--- src/design/pps_pkg.sv ---
// Constants, register map and state codes of the pin routing block.
package pps_pkg;

   // ****************************************
   // Widths and counts
   // ****************************************
   localparam int SEL_W = 5;
   localparam int DATA_W = 32;
   localparam int PORT_W = 8;
   localparam int NUM_OUT_PINS = 24;
   localparam int NUM_IN_SEL = 13;
   localparam int MAX_SLOTS = 64;

   // ****************************************
   // Register map (byte addresses)
   // ****************************************
   localparam logic [31:0] LOCK_OFFSET = 32'h0000_0000;
   localparam logic [31:0] OUT_SEL_BASE = 32'h0000_0100;
   localparam logic [31:0] IN_SEL_BASE = 32'h0000_0200;
   localparam logic [23:0] OUT_PAGE = 24'h000001;
   localparam logic [23:0] IN_PAGE = 24'h000002;

   // ****************************************
   // Fields and reset values
   // ****************************************
   localparam int LOCK_BIT = 0;
   localparam logic LOCK_RESET = 1'b0;
   localparam logic [7:0] KEY_FIRST = 8'h55;
   localparam logic [7:0] KEY_SECOND = 8'hAA;
   localparam logic [SEL_W-1:0] OUT_RESET = 5'h00;
   localparam logic [SEL_W-1:0] OUT_CODE_LATCH = 5'h00;
   localparam logic [SEL_W-1:0] OUT_CODE_RSVD = 5'h15;
   localparam logic [3:0] OUT_CODE_RSVD_TOP = 4'hF;
   localparam logic [1:0] PORT_A = 2'h0;
   localparam logic [1:0] PORT_B = 2'h1;
   localparam logic [1:0] PORT_C = 2'h2;
   localparam logic [1:0] PORT_RSVD = 2'h3;
   localparam int HTRANS_ACTIVE_BIT = 1;

   // ****************************************
   // Input selector indices and defaults
   // ****************************************
   localparam int IDX_SERIAL_SS = 7;
   localparam logic [SEL_W-1:0] SS_RESET_LARGE = 5'h16;
   localparam logic [SEL_W-1:0] SS_RESET_SMALL = 5'h13;
   // Order: change irq, timer0 clk, timer1 clk, timer1 gate, timer6 clk,
   // capture1, compgen1, serial slave select, modulator1 high, low, mod,
   // ramp1 set rising, ramp1 set falling.
   localparam logic [SEL_W-1:0] IN_SEL_RESET [NUM_IN_SEL] = '{
      5'h02, 5'h02, 5'h05, 5'h04, 5'h03, 5'h15, 5'h02,
      5'h16, 5'h03, 5'h04, 5'h05, 5'h14, 5'h15};

   // ****************************************
   // Unlock sequence states
   // ****************************************
   typedef enum logic [2:0] {
      KEY_IDLE = 3'b001,
      KEY_FIRST_SEEN = 3'b010,
      KEY_ARMED = 3'b100
   } key_state_type;

endpackage

--- src/design/input_pin_route.sv ---
// Picks one port pin for a peripheral input from a selector code.
`timescale 1ns/10ps
module input_pin_route
   import pps_pkg::*;
(
   // Selector code
   input wire logic [SEL_W-1:0] code,
   // Port pins
   input wire logic [PORT_W-1:0] pin_in_a,
   input wire logic [PORT_W-1:0] pin_in_b,
   input wire logic [PORT_W-1:0] pin_in_c,
   // Routed level
   output logic selected
);

   logic [2:0] bit_sel;

   always_comb begin
      bit_sel = code[2:0];
      unique case (code[4:3])
         PORT_A: selected = pin_in_a[bit_sel];
         PORT_B: selected = pin_in_b[bit_sel];
         PORT_C: selected = pin_in_c[bit_sel];
         PORT_RSVD: selected = 1'b0;
      endcase
   end

endmodule

--- src/design/peripheral_pin_select_lock.sv ---
// Pin routing selectors with lock, reached over an AHB-Lite slave port.
`timescale 1ns/10ps
module peripheral_pin_select_lock
   import pps_pkg::*;
#(
   parameter int OUT_PINS = NUM_OUT_PINS,
   parameter bit LARGE_PACKAGE = 1'b1
) (
   // Clock and resets
   input wire logic hclk,
   input wire logic hresetn,
   input wire logic warm_reset,
   // Configuration
   input wire logic one_shot_lock_option,
   // AHB-Lite slave
   input wire logic hsel,
   input wire logic [31:0] haddr,
   input wire logic [1:0] htrans,
   input wire logic hwrite,
   input wire logic [2:0] hsize,
   input wire logic [DATA_W-1:0] hwdata,
   input wire logic hready,
   output logic hreadyout,
   output logic [DATA_W-1:0] hrdata,
   output logic hresp,
   // Port pins and peripheral signals
   input wire logic [PORT_W-1:0] pin_in_a,
   input wire logic [PORT_W-1:0] pin_in_b,
   input wire logic [PORT_W-1:0] pin_in_c,
   input wire logic [OUT_PINS-1:0] latch_out,
   input wire logic [31:0] periph_out_signals,
   // Routed outputs
   output logic [OUT_PINS-1:0] pin_out,
   output logic [NUM_IN_SEL-1:0] periph_in,
   output logic routing_locked_flag
);

   // ****************************************
   // Elaboration check
   // ****************************************
   generate
      if (OUT_PINS < 1 || OUT_PINS > MAX_SLOTS) begin : g_bad_pins
         $error("OUT_PINS must lie between 1 and 64");
      end
      if (SEL_W != 5 || PORT_W != 8 || DATA_W < 8) begin : g_bad_widths
         $error("Selector decode needs five-bit codes, eight-pin ports, byte-wide data");
      end
      if (NUM_IN_SEL < 1 || NUM_IN_SEL > MAX_SLOTS) begin : g_bad_inputs
         $error("Input selector count must lie between 1 and 64");
      end
   endgenerate

   // ****************************************
   // Bus phase tracking
   // ****************************************
   logic accept;
   logic wr_pend;
   logic rd_stage;
   logic [31:0] addr_q;
   logic next_wr_pend;
   logic next_rd_stage;
   logic [31:0] next_addr_q;
   logic next_hreadyout;
   logic next_hresp;
   logic [2:0] hsize_q;
   logic [2:0] next_hsize_q;

   assign accept = hsel & htrans[HTRANS_ACTIVE_BIT] & hready;

   always_comb begin
      next_wr_pend = accept & hwrite;
      next_rd_stage = accept & ~hwrite;
      next_addr_q = addr_q;
      next_hsize_q = hsize_q;
      if (accept) begin
         next_addr_q = haddr;
         next_hsize_q = hsize;
      end
      next_hreadyout = ~(accept & ~hwrite);
      next_hresp = 1'b0;
   end

   always_ff @(posedge hclk or negedge hresetn) begin
      if (!hresetn) begin
         wr_pend <= 1'b0;
         rd_stage <= 1'b0;
         addr_q <= 32'h0000_0000;
         hsize_q <= 3'h0;
         hreadyout <= 1'b1;
         hresp <= 1'b0;
      end else begin
         wr_pend <= next_wr_pend;
         rd_stage <= next_rd_stage;
         addr_q <= next_addr_q;
         hsize_q <= next_hsize_q;
         hreadyout <= next_hreadyout;
         hresp <= next_hresp;
      end
   end

   // ****************************************
   // Address decode
   // ****************************************
   logic aligned;
   logic lock_hit;
   logic out_page_hit;
   logic in_page_hit;
   logic [5:0] slot;

   always_comb begin
      aligned = (addr_q[1:0] == 2'h0);
      slot = addr_q[7:2];
      lock_hit = aligned && (addr_q == LOCK_OFFSET);
      out_page_hit = aligned && (addr_q[31:8] == OUT_PAGE);
      in_page_hit = aligned && (addr_q[31:8] == IN_PAGE);
   end

   // ****************************************
   // Lock flag and unlock sequence
   // ****************************************
   key_state_type key_state;
   key_state_type next_key_state;
   logic clear_used;
   logic next_clear_used;
   logic next_locked;
   logic [7:0] wbyte;

   always_comb begin
      wbyte = hwdata[7:0];
      next_key_state = key_state;
      next_locked = routing_locked_flag;
      next_clear_used = clear_used;
      if (warm_reset) begin
         next_key_state = KEY_IDLE;
         next_locked = LOCK_RESET;
         next_clear_used = 1'b0;
      end else if (wr_pend && lock_hit) begin
         unique case (key_state)
            KEY_IDLE: begin
               if (wbyte == KEY_FIRST) begin
                  next_key_state = KEY_FIRST_SEEN;
               end
            end
            KEY_FIRST_SEEN: begin
               if (wbyte == KEY_SECOND) begin
                  next_key_state = KEY_ARMED;
               end else begin
                  next_key_state = KEY_IDLE;
               end
            end
            KEY_ARMED: begin
               next_key_state = KEY_IDLE;
               if (hwdata[LOCK_BIT]) begin
                  next_locked = 1'b1;
               end else if (!(one_shot_lock_option && clear_used)) begin
                  next_locked = 1'b0;
                  if (routing_locked_flag) begin
                     next_clear_used = 1'b1;
                  end
               end
            end
            default: next_key_state = KEY_IDLE;
         endcase
      end else if (wr_pend) begin
         next_key_state = KEY_IDLE;
      end
   end

   always_ff @(posedge hclk or negedge hresetn) begin
      if (!hresetn) begin
         key_state <= KEY_IDLE;
         routing_locked_flag <= LOCK_RESET;
         clear_used <= 1'b0;
      end else begin
         key_state <= next_key_state;
         routing_locked_flag <= next_locked;
         clear_used <= next_clear_used;
      end
   end

   // ****************************************
   // Selector write enables
   // ****************************************
   logic sel_write_ok;

   // Warm reset leaves selectors alone but still blocks a write in its cycle.
   assign sel_write_ok = wr_pend && !routing_locked_flag && !warm_reset;

   // ****************************************
   // Output source selectors
   // ****************************************
   logic [SEL_W-1:0] out_code [OUT_PINS];
   logic [OUT_PINS-1:0] next_pin_out;

   generate
      for (genvar i = 0; i < OUT_PINS; i++) begin : g_out
         logic out_we;
         assign out_we = sel_write_ok && out_page_hit && (slot == 6'(i));
         routing_select_reg #(
            .RESET_CODE(OUT_RESET)
         ) u_out_sel (
            .hclk(hclk),
            .hresetn(hresetn),
            .write_en(out_we),
            .write_data(hwdata[SEL_W-1:0]),
            .code(out_code[i])
         );
      end
   endgenerate

   always_comb begin
      for (int i = 0; i < OUT_PINS; i++) begin
         if (out_code[i] == OUT_CODE_LATCH) begin
            next_pin_out[i] = latch_out[i];
         end else if (out_code[i] == OUT_CODE_RSVD || out_code[i][4:1] == OUT_CODE_RSVD_TOP) begin
            next_pin_out[i] = 1'b0;
         end else begin
            next_pin_out[i] = periph_out_signals[out_code[i]];
         end
      end
   end

   always_ff @(posedge hclk or negedge hresetn) begin
      if (!hresetn) begin
         pin_out <= '0;
      end else begin
         pin_out <= next_pin_out;
      end
   end

   // ****************************************
   // Input pin selectors
   // ****************************************
   localparam logic [SEL_W-1:0] SS_RESET = LARGE_PACKAGE ? SS_RESET_LARGE : SS_RESET_SMALL;
   logic [SEL_W-1:0] in_code [NUM_IN_SEL];
   logic [NUM_IN_SEL-1:0] routed;

   generate
      for (genvar j = 0; j < NUM_IN_SEL; j++) begin : g_in
         localparam logic [SEL_W-1:0] RST =
            (j == IDX_SERIAL_SS) ? SS_RESET : IN_SEL_RESET[j];
         logic in_we;
         assign in_we = sel_write_ok && in_page_hit && (slot == 6'(j));
         routing_select_reg #(
            .RESET_CODE(RST)
         ) u_in_sel (
            .hclk(hclk),
            .hresetn(hresetn),
            .write_en(in_we),
            .write_data(hwdata[SEL_W-1:0]),
            .code(in_code[j])
         );
         input_pin_route u_route (
            .code(in_code[j]),
            .pin_in_a(pin_in_a),
            .pin_in_b(pin_in_b),
            .pin_in_c(pin_in_c),
            .selected(routed[j])
         );
      end
   endgenerate

   always_ff @(posedge hclk or negedge hresetn) begin
      if (!hresetn) begin
         periph_in <= '0;
      end else begin
         periph_in <= routed;
      end
   end

   // ****************************************
   // Read selection
   // ****************************************
   logic out_slot_hit;
   logic in_slot_hit;
   logic [SEL_W-1:0] out_read;
   logic [SEL_W-1:0] in_read;

   always_comb begin
      out_slot_hit = 1'b0;
      out_read = '0;
      for (int i = 0; i < OUT_PINS; i++) begin
         if (slot == 6'(i)) begin
            out_slot_hit = 1'b1;
            out_read = out_code[i];
         end
      end
   end

   always_comb begin
      in_slot_hit = 1'b0;
      in_read = '0;
      for (int j = 0; j < NUM_IN_SEL; j++) begin
         if (slot == 6'(j)) begin
            in_slot_hit = 1'b1;
            in_read = in_code[j];
         end
      end
   end

   // ****************************************
   // Read data
   // ****************************************
   logic [DATA_W-1:0] next_hrdata;

   always_comb begin
      next_hrdata = hrdata;
      if (rd_stage) begin
         next_hrdata = '0;
         if (lock_hit) begin
            next_hrdata = DATA_W'(routing_locked_flag);
         end else if (out_page_hit && out_slot_hit) begin
            next_hrdata = DATA_W'(out_read);
         end else if (in_page_hit && in_slot_hit) begin
            next_hrdata = DATA_W'(in_read);
         end
      end
   end

   always_ff @(posedge hclk or negedge hresetn) begin
      if (!hresetn) begin
         hrdata <= '0;
      end else begin
         hrdata <= next_hrdata;
      end
   end

endmodule

--- src/design/routing_select_reg.sv ---
// One five-bit routing selector held through all but power-on reset.
`timescale 1ns/10ps
module routing_select_reg
   import pps_pkg::*;
#(
   parameter logic [SEL_W-1:0] RESET_CODE = 5'h00
) (
   // Clock and power-on reset
   input wire logic hclk,
   input wire logic hresetn,
   // Gated write
   input wire logic write_en,
   input wire logic [SEL_W-1:0] write_data,
   // Held code
   output logic [SEL_W-1:0] code
);

   logic [SEL_W-1:0] next_code;

   always_comb begin
      next_code = code;
      if (write_en) begin
         next_code = write_data;
      end
   end

   // Only the power-on reset loads RESET_CODE into the code; warm resets do not reach here.
   always_ff @(posedge hclk or negedge hresetn) begin
      if (!hresetn) begin
         code <= RESET_CODE;
      end else begin
         code <= next_code;
      end
   end

endmodule

--- config.mk ---
export PLATFORM = sky130hd
export DESIGN_NAME = peripheral_pin_select_lock
export DESIGN_NICKNAME = d
export VERILOG_FILES = /design/src/design/pps_pkg.sv /design/src/design/input_pin_route.sv /design/src/design/peripheral_pin_select_lock.sv /design/src/design/routing_select_reg.sv
export SDC_FILE = /design/constraint.sdc
export NUM_CORES = 1
export LEC_CHECK = 0
export BUFFER_PORTS_ARGS = -buffer_cell sky130_fd_sc_hd__buf_4
export CORE_MARGIN = 8
export CORE_UTILIZATION = 49
export CTS_CLUSTER_SIZE = 40
export DETAILED_ROUTE_END_ITERATION = 12
export GPL_TIMING_DRIVEN = 0
export PLACE_DENSITY_LB_ADDON = 0.1
export SYNTH_ARGS = -nofsm -noshare
export SYNTH_HDL_FRONTEND = slang
export SYNTH_SLANG_ARGS = --single-unit
--- constraint.sdc ---
create_clock -name hclk -period 5.23 [get_ports hclk]
set_input_delay 0.2615 -clock hclk [delete_from_list [all_inputs] [get_ports hclk]]
set_output_delay 0.2615 -clock hclk [all_outputs]
set_load 0.1 [all_outputs]
==> metrics.md <==
| Metric | Value |
|---|---|
| Outcome | complete, no violations |
| EDFF count, synth | 0 |
| CTS tree | built |
| Most frequent cells after synthesis | 344 x mux4_2, 241 x dfrtp_1, 236 x mux2_2 |
| Setup_tns | 0 ps |
| Vias in the first global route | 18000 |
| #FFs+latches synth | 267 |
| CORE AREA | 43800 µm² |
| Slowest CP cell | buf_1 |
| HP Start | hwdata[0] |
| Final period utilization | 79.1% |
| I/O pin count | 228 |
| Placement Rows | 77 |
| Crit-path leading delay family | buffers and inverters |
| # diodes | 0 |
| Relative slew slack | 16.7% |
| Die area | 50900 µm² |
| Peak VDD IR | 0.222 mV |
| Largest stage delay on the critical path | 800 ps |
| Wire length on met3 | 10400 µm |
| Synthesized area | 21500 µm² |
| WL/cell | 32.1 µm |
| Static Leak | 9.64 nW |
| Post-synth top flop | dfrtp_1 |
| Die width | 226 µm |
| Hold Fails Final Rpt | 0 |
| Critical path launch point type | register |
| CP bufs+invs | 4 |
| Critical path class | reg -> reg |
| Area grow syn2layout | 16.6% |
| Initial DRC count | 2442 |
| Yosys top cell area share | 36.0% |
| Via count | 18100 |
| Crit path cell chain | buf_2 > buf_2 > buf_1 > buf_1 > o221ai_1 > a31oi_1 > o211ai_1 > a31oi_1 |
| Global-route wire length before repair | 121000 µm |
| Largest net degree at the start of global routing | 110 |
| All-Layer GR Usage | 32.1% |
| Register area | 6710 µm² |
| Critical path required time | 5750 ps |
| Crit path time final | 4140 ps |
| Skew final | 17.0 ps |
| Initial antenna violation count | 1 |
| Postcts setup bufs | 0 |
| FFs w/ async S/R, synth | 100% |
| Synth Area per Inst | 12.8 µm² |
| Final nets | 2112 |
| DP Worst Slack | 1360 ps |
| Hold WC Path Type | in -> reg |
| Area of the multi-input gates | 13700 µm² |
| Worst-Skew Late Latency | 600 ps |
| Antenna Nets Post-Route | 0 |
| CP Capture Type | register |
| Fmax | 0.242 GHz |
| H-tree depth | 1 |
| FILL cells | 3742 |
| Gpl congestion | 0.973 |
| Clk pin slew, worst setup/hold paths | 60 ps |
| FF-to-FF Start | addr_q[3] |
| Via density | 7.04 |
| Count leader, synth | mux4_2 |
| Gr ovfl total | 0 |
| Number of CTS-inserted buffers | 31 |
| Synth cell types | 73 |
| Flop2flop setup slack | 1090 ps |
| DRC viols | 0 |
| Critical-path maximum fanout | 10 |
| Die height | 226 µm |
| Initial Utilization | 49.1% |
| Register area share after synthesis | 31.2% |
| Post-synth top area cell | mux4_2 |
| Clock Path Buffers | 3 |
| CTS Sinks | 267 |
| DPL Wire Length | 59000 µm |
| Min setup slack post-route | 1090 ps |
| Measured slew at the worst slew-check pin | 1240 ps |
| Port Buffer Count | 170 |
| Routed WL | 82600 µm |
| Final setup vio count | 0 |
| Maxcap violations | 0 |
| Max Slew Vio Count | 0 |
| Fraction of layout cells with a size suffix above 1 | 44.9% |
| Met1 WL | 30300 µm |
| WP data arrival | 4660 ps |
| Synth top area cells | mux4_2 36%, dfrtp_1 28%, mux2_2 12%, dfstp_2 3.2%, clkbuf_1 2.9% |
| Root Driver | clkbuf_16 |
| Top Metal Used | met5 |
| Drt first pass iters | 6 |
| Pwr Density | 234 nW/µm² |
| RSZ-0062 raised after global routing | no |
| WL met2 | 38000 µm |
| Synth Warn # | 0 |
| Mapped Cells | 1687 |
| Crit. Startpoint | addr_q[3] |
[path summary, 6_finish.rpt]
path / to / depth (start not counted)
worst max-delay path: hrdata[0] / 8
worst min-delay path: g_out[19].u_out_sel.code[0] / 3
worst max register to register: hrdata[0] / 8
worst min register to register: addr_q[19] / 1
max in group asynchronous: g_in[0].u_in_sel.code[1] / 4
min in group asynchronous: pin_out[4] / 2
[power breakdown]
group | total (mW) | internal [mW] | switching [mW]
Combinational | 1.47 | 0.491 | 0.976
Clock | 2.25 | 1.31 | 0.938
Sequential | 2.17 | 2.13 | 0.0352
Total | 5.88 | 3.93 | 1.95
[cells in the final DEF, fill, tap and decap left out, types with 37 or more instances in the layout]
cell type      synthesis  routed
mux2_2               236     236
nand3_1               56      56
dfrtp_1              241     241
mux4_2               344     344
clkbuf_1             166     174
dlygate4sd3_1          0      37
o21ai_0               61      61
nor2_1                65      65
buf_1                 49      49
nand2_1              115     115
buf_4                 30     199
[logic make-up (layout without fill, tap and decap cells)]
group / after synthesis / after routing / share of synthesized area (%)
flops: 267 / 267 / 31.2
buf+inv: 296 / 563 / 5.77
compound gates: 173 / 173 / 5.27
mux: 612 / 612 / 49.8
simple gates: 338 / 338 / 7.96
other cells: 1 / 28 / 0.0174
[sequential cells by signal, indices dropped and copies added (netlist names)]
signal and flops:
periph_in 13, g_in.u_in_sel.code 65, routing_locked_flag 1, hreadyout 1, rd_stage 1, hrdata 5, g_out.u_out_sel.code 120, wr_pend 1
addr_q 32, key_state 3, pin_out 24, clear_used 1
[worst register-to-register path: stages, from the launching register on]
cell	delay [ps]
dfrtp_1	510
buf_2	390
buf_2	470
buf_1	810
buf_1	680
o221ai_1	220
a31oi_1	470
o211ai_1	260
a31oi_1	260
[timing repair]
action / in CTS / in global routing
gates resized for setup: 0 / 0
hold buffers: 37 / 0
endpoints found under the hold margin: 101 / 0
endpoints found under the setup margin: 0 / 0
[stage by stage]
step / area (µm²) / utilization (%) / power [mW] / hold slack [ps] / std cells
after floorplan: 21600 / - / 3.06 / -34.1 / 1714
after global placement: 23700 / 54.0 / 3.58 / 486 / 2476
after detailed placement: 23700 / 54.1 / 3.60 / 278 / 2478
after CTS: 25100 / 57.3 / 5.87 / 16.3 / 2573
after global routing: 25100 / 57.3 / 6.03 / 42.5 / 2573
final: 25100 / 57.3 / 5.88 / 39.5 / 2573
[layer usage]
layer,global-route usage (%),vias to the layer above
li1,-,7138
met5,0.293,-
met3,7.73,273
met4,13.8,2
met2,50.0,1442
met1,42.7,9260
[cell type report]
class	instances	area share (%)
inverter	36	0.538
clock buffer	44	3.48
clock inverter	14	0.637
sequential	267	26.7
tap	592	2.95
buffer	260	4.41
timing repair buffer	209	6.80
multi-input combinational	1151	54.5
(Power assumes the default switching activity.)
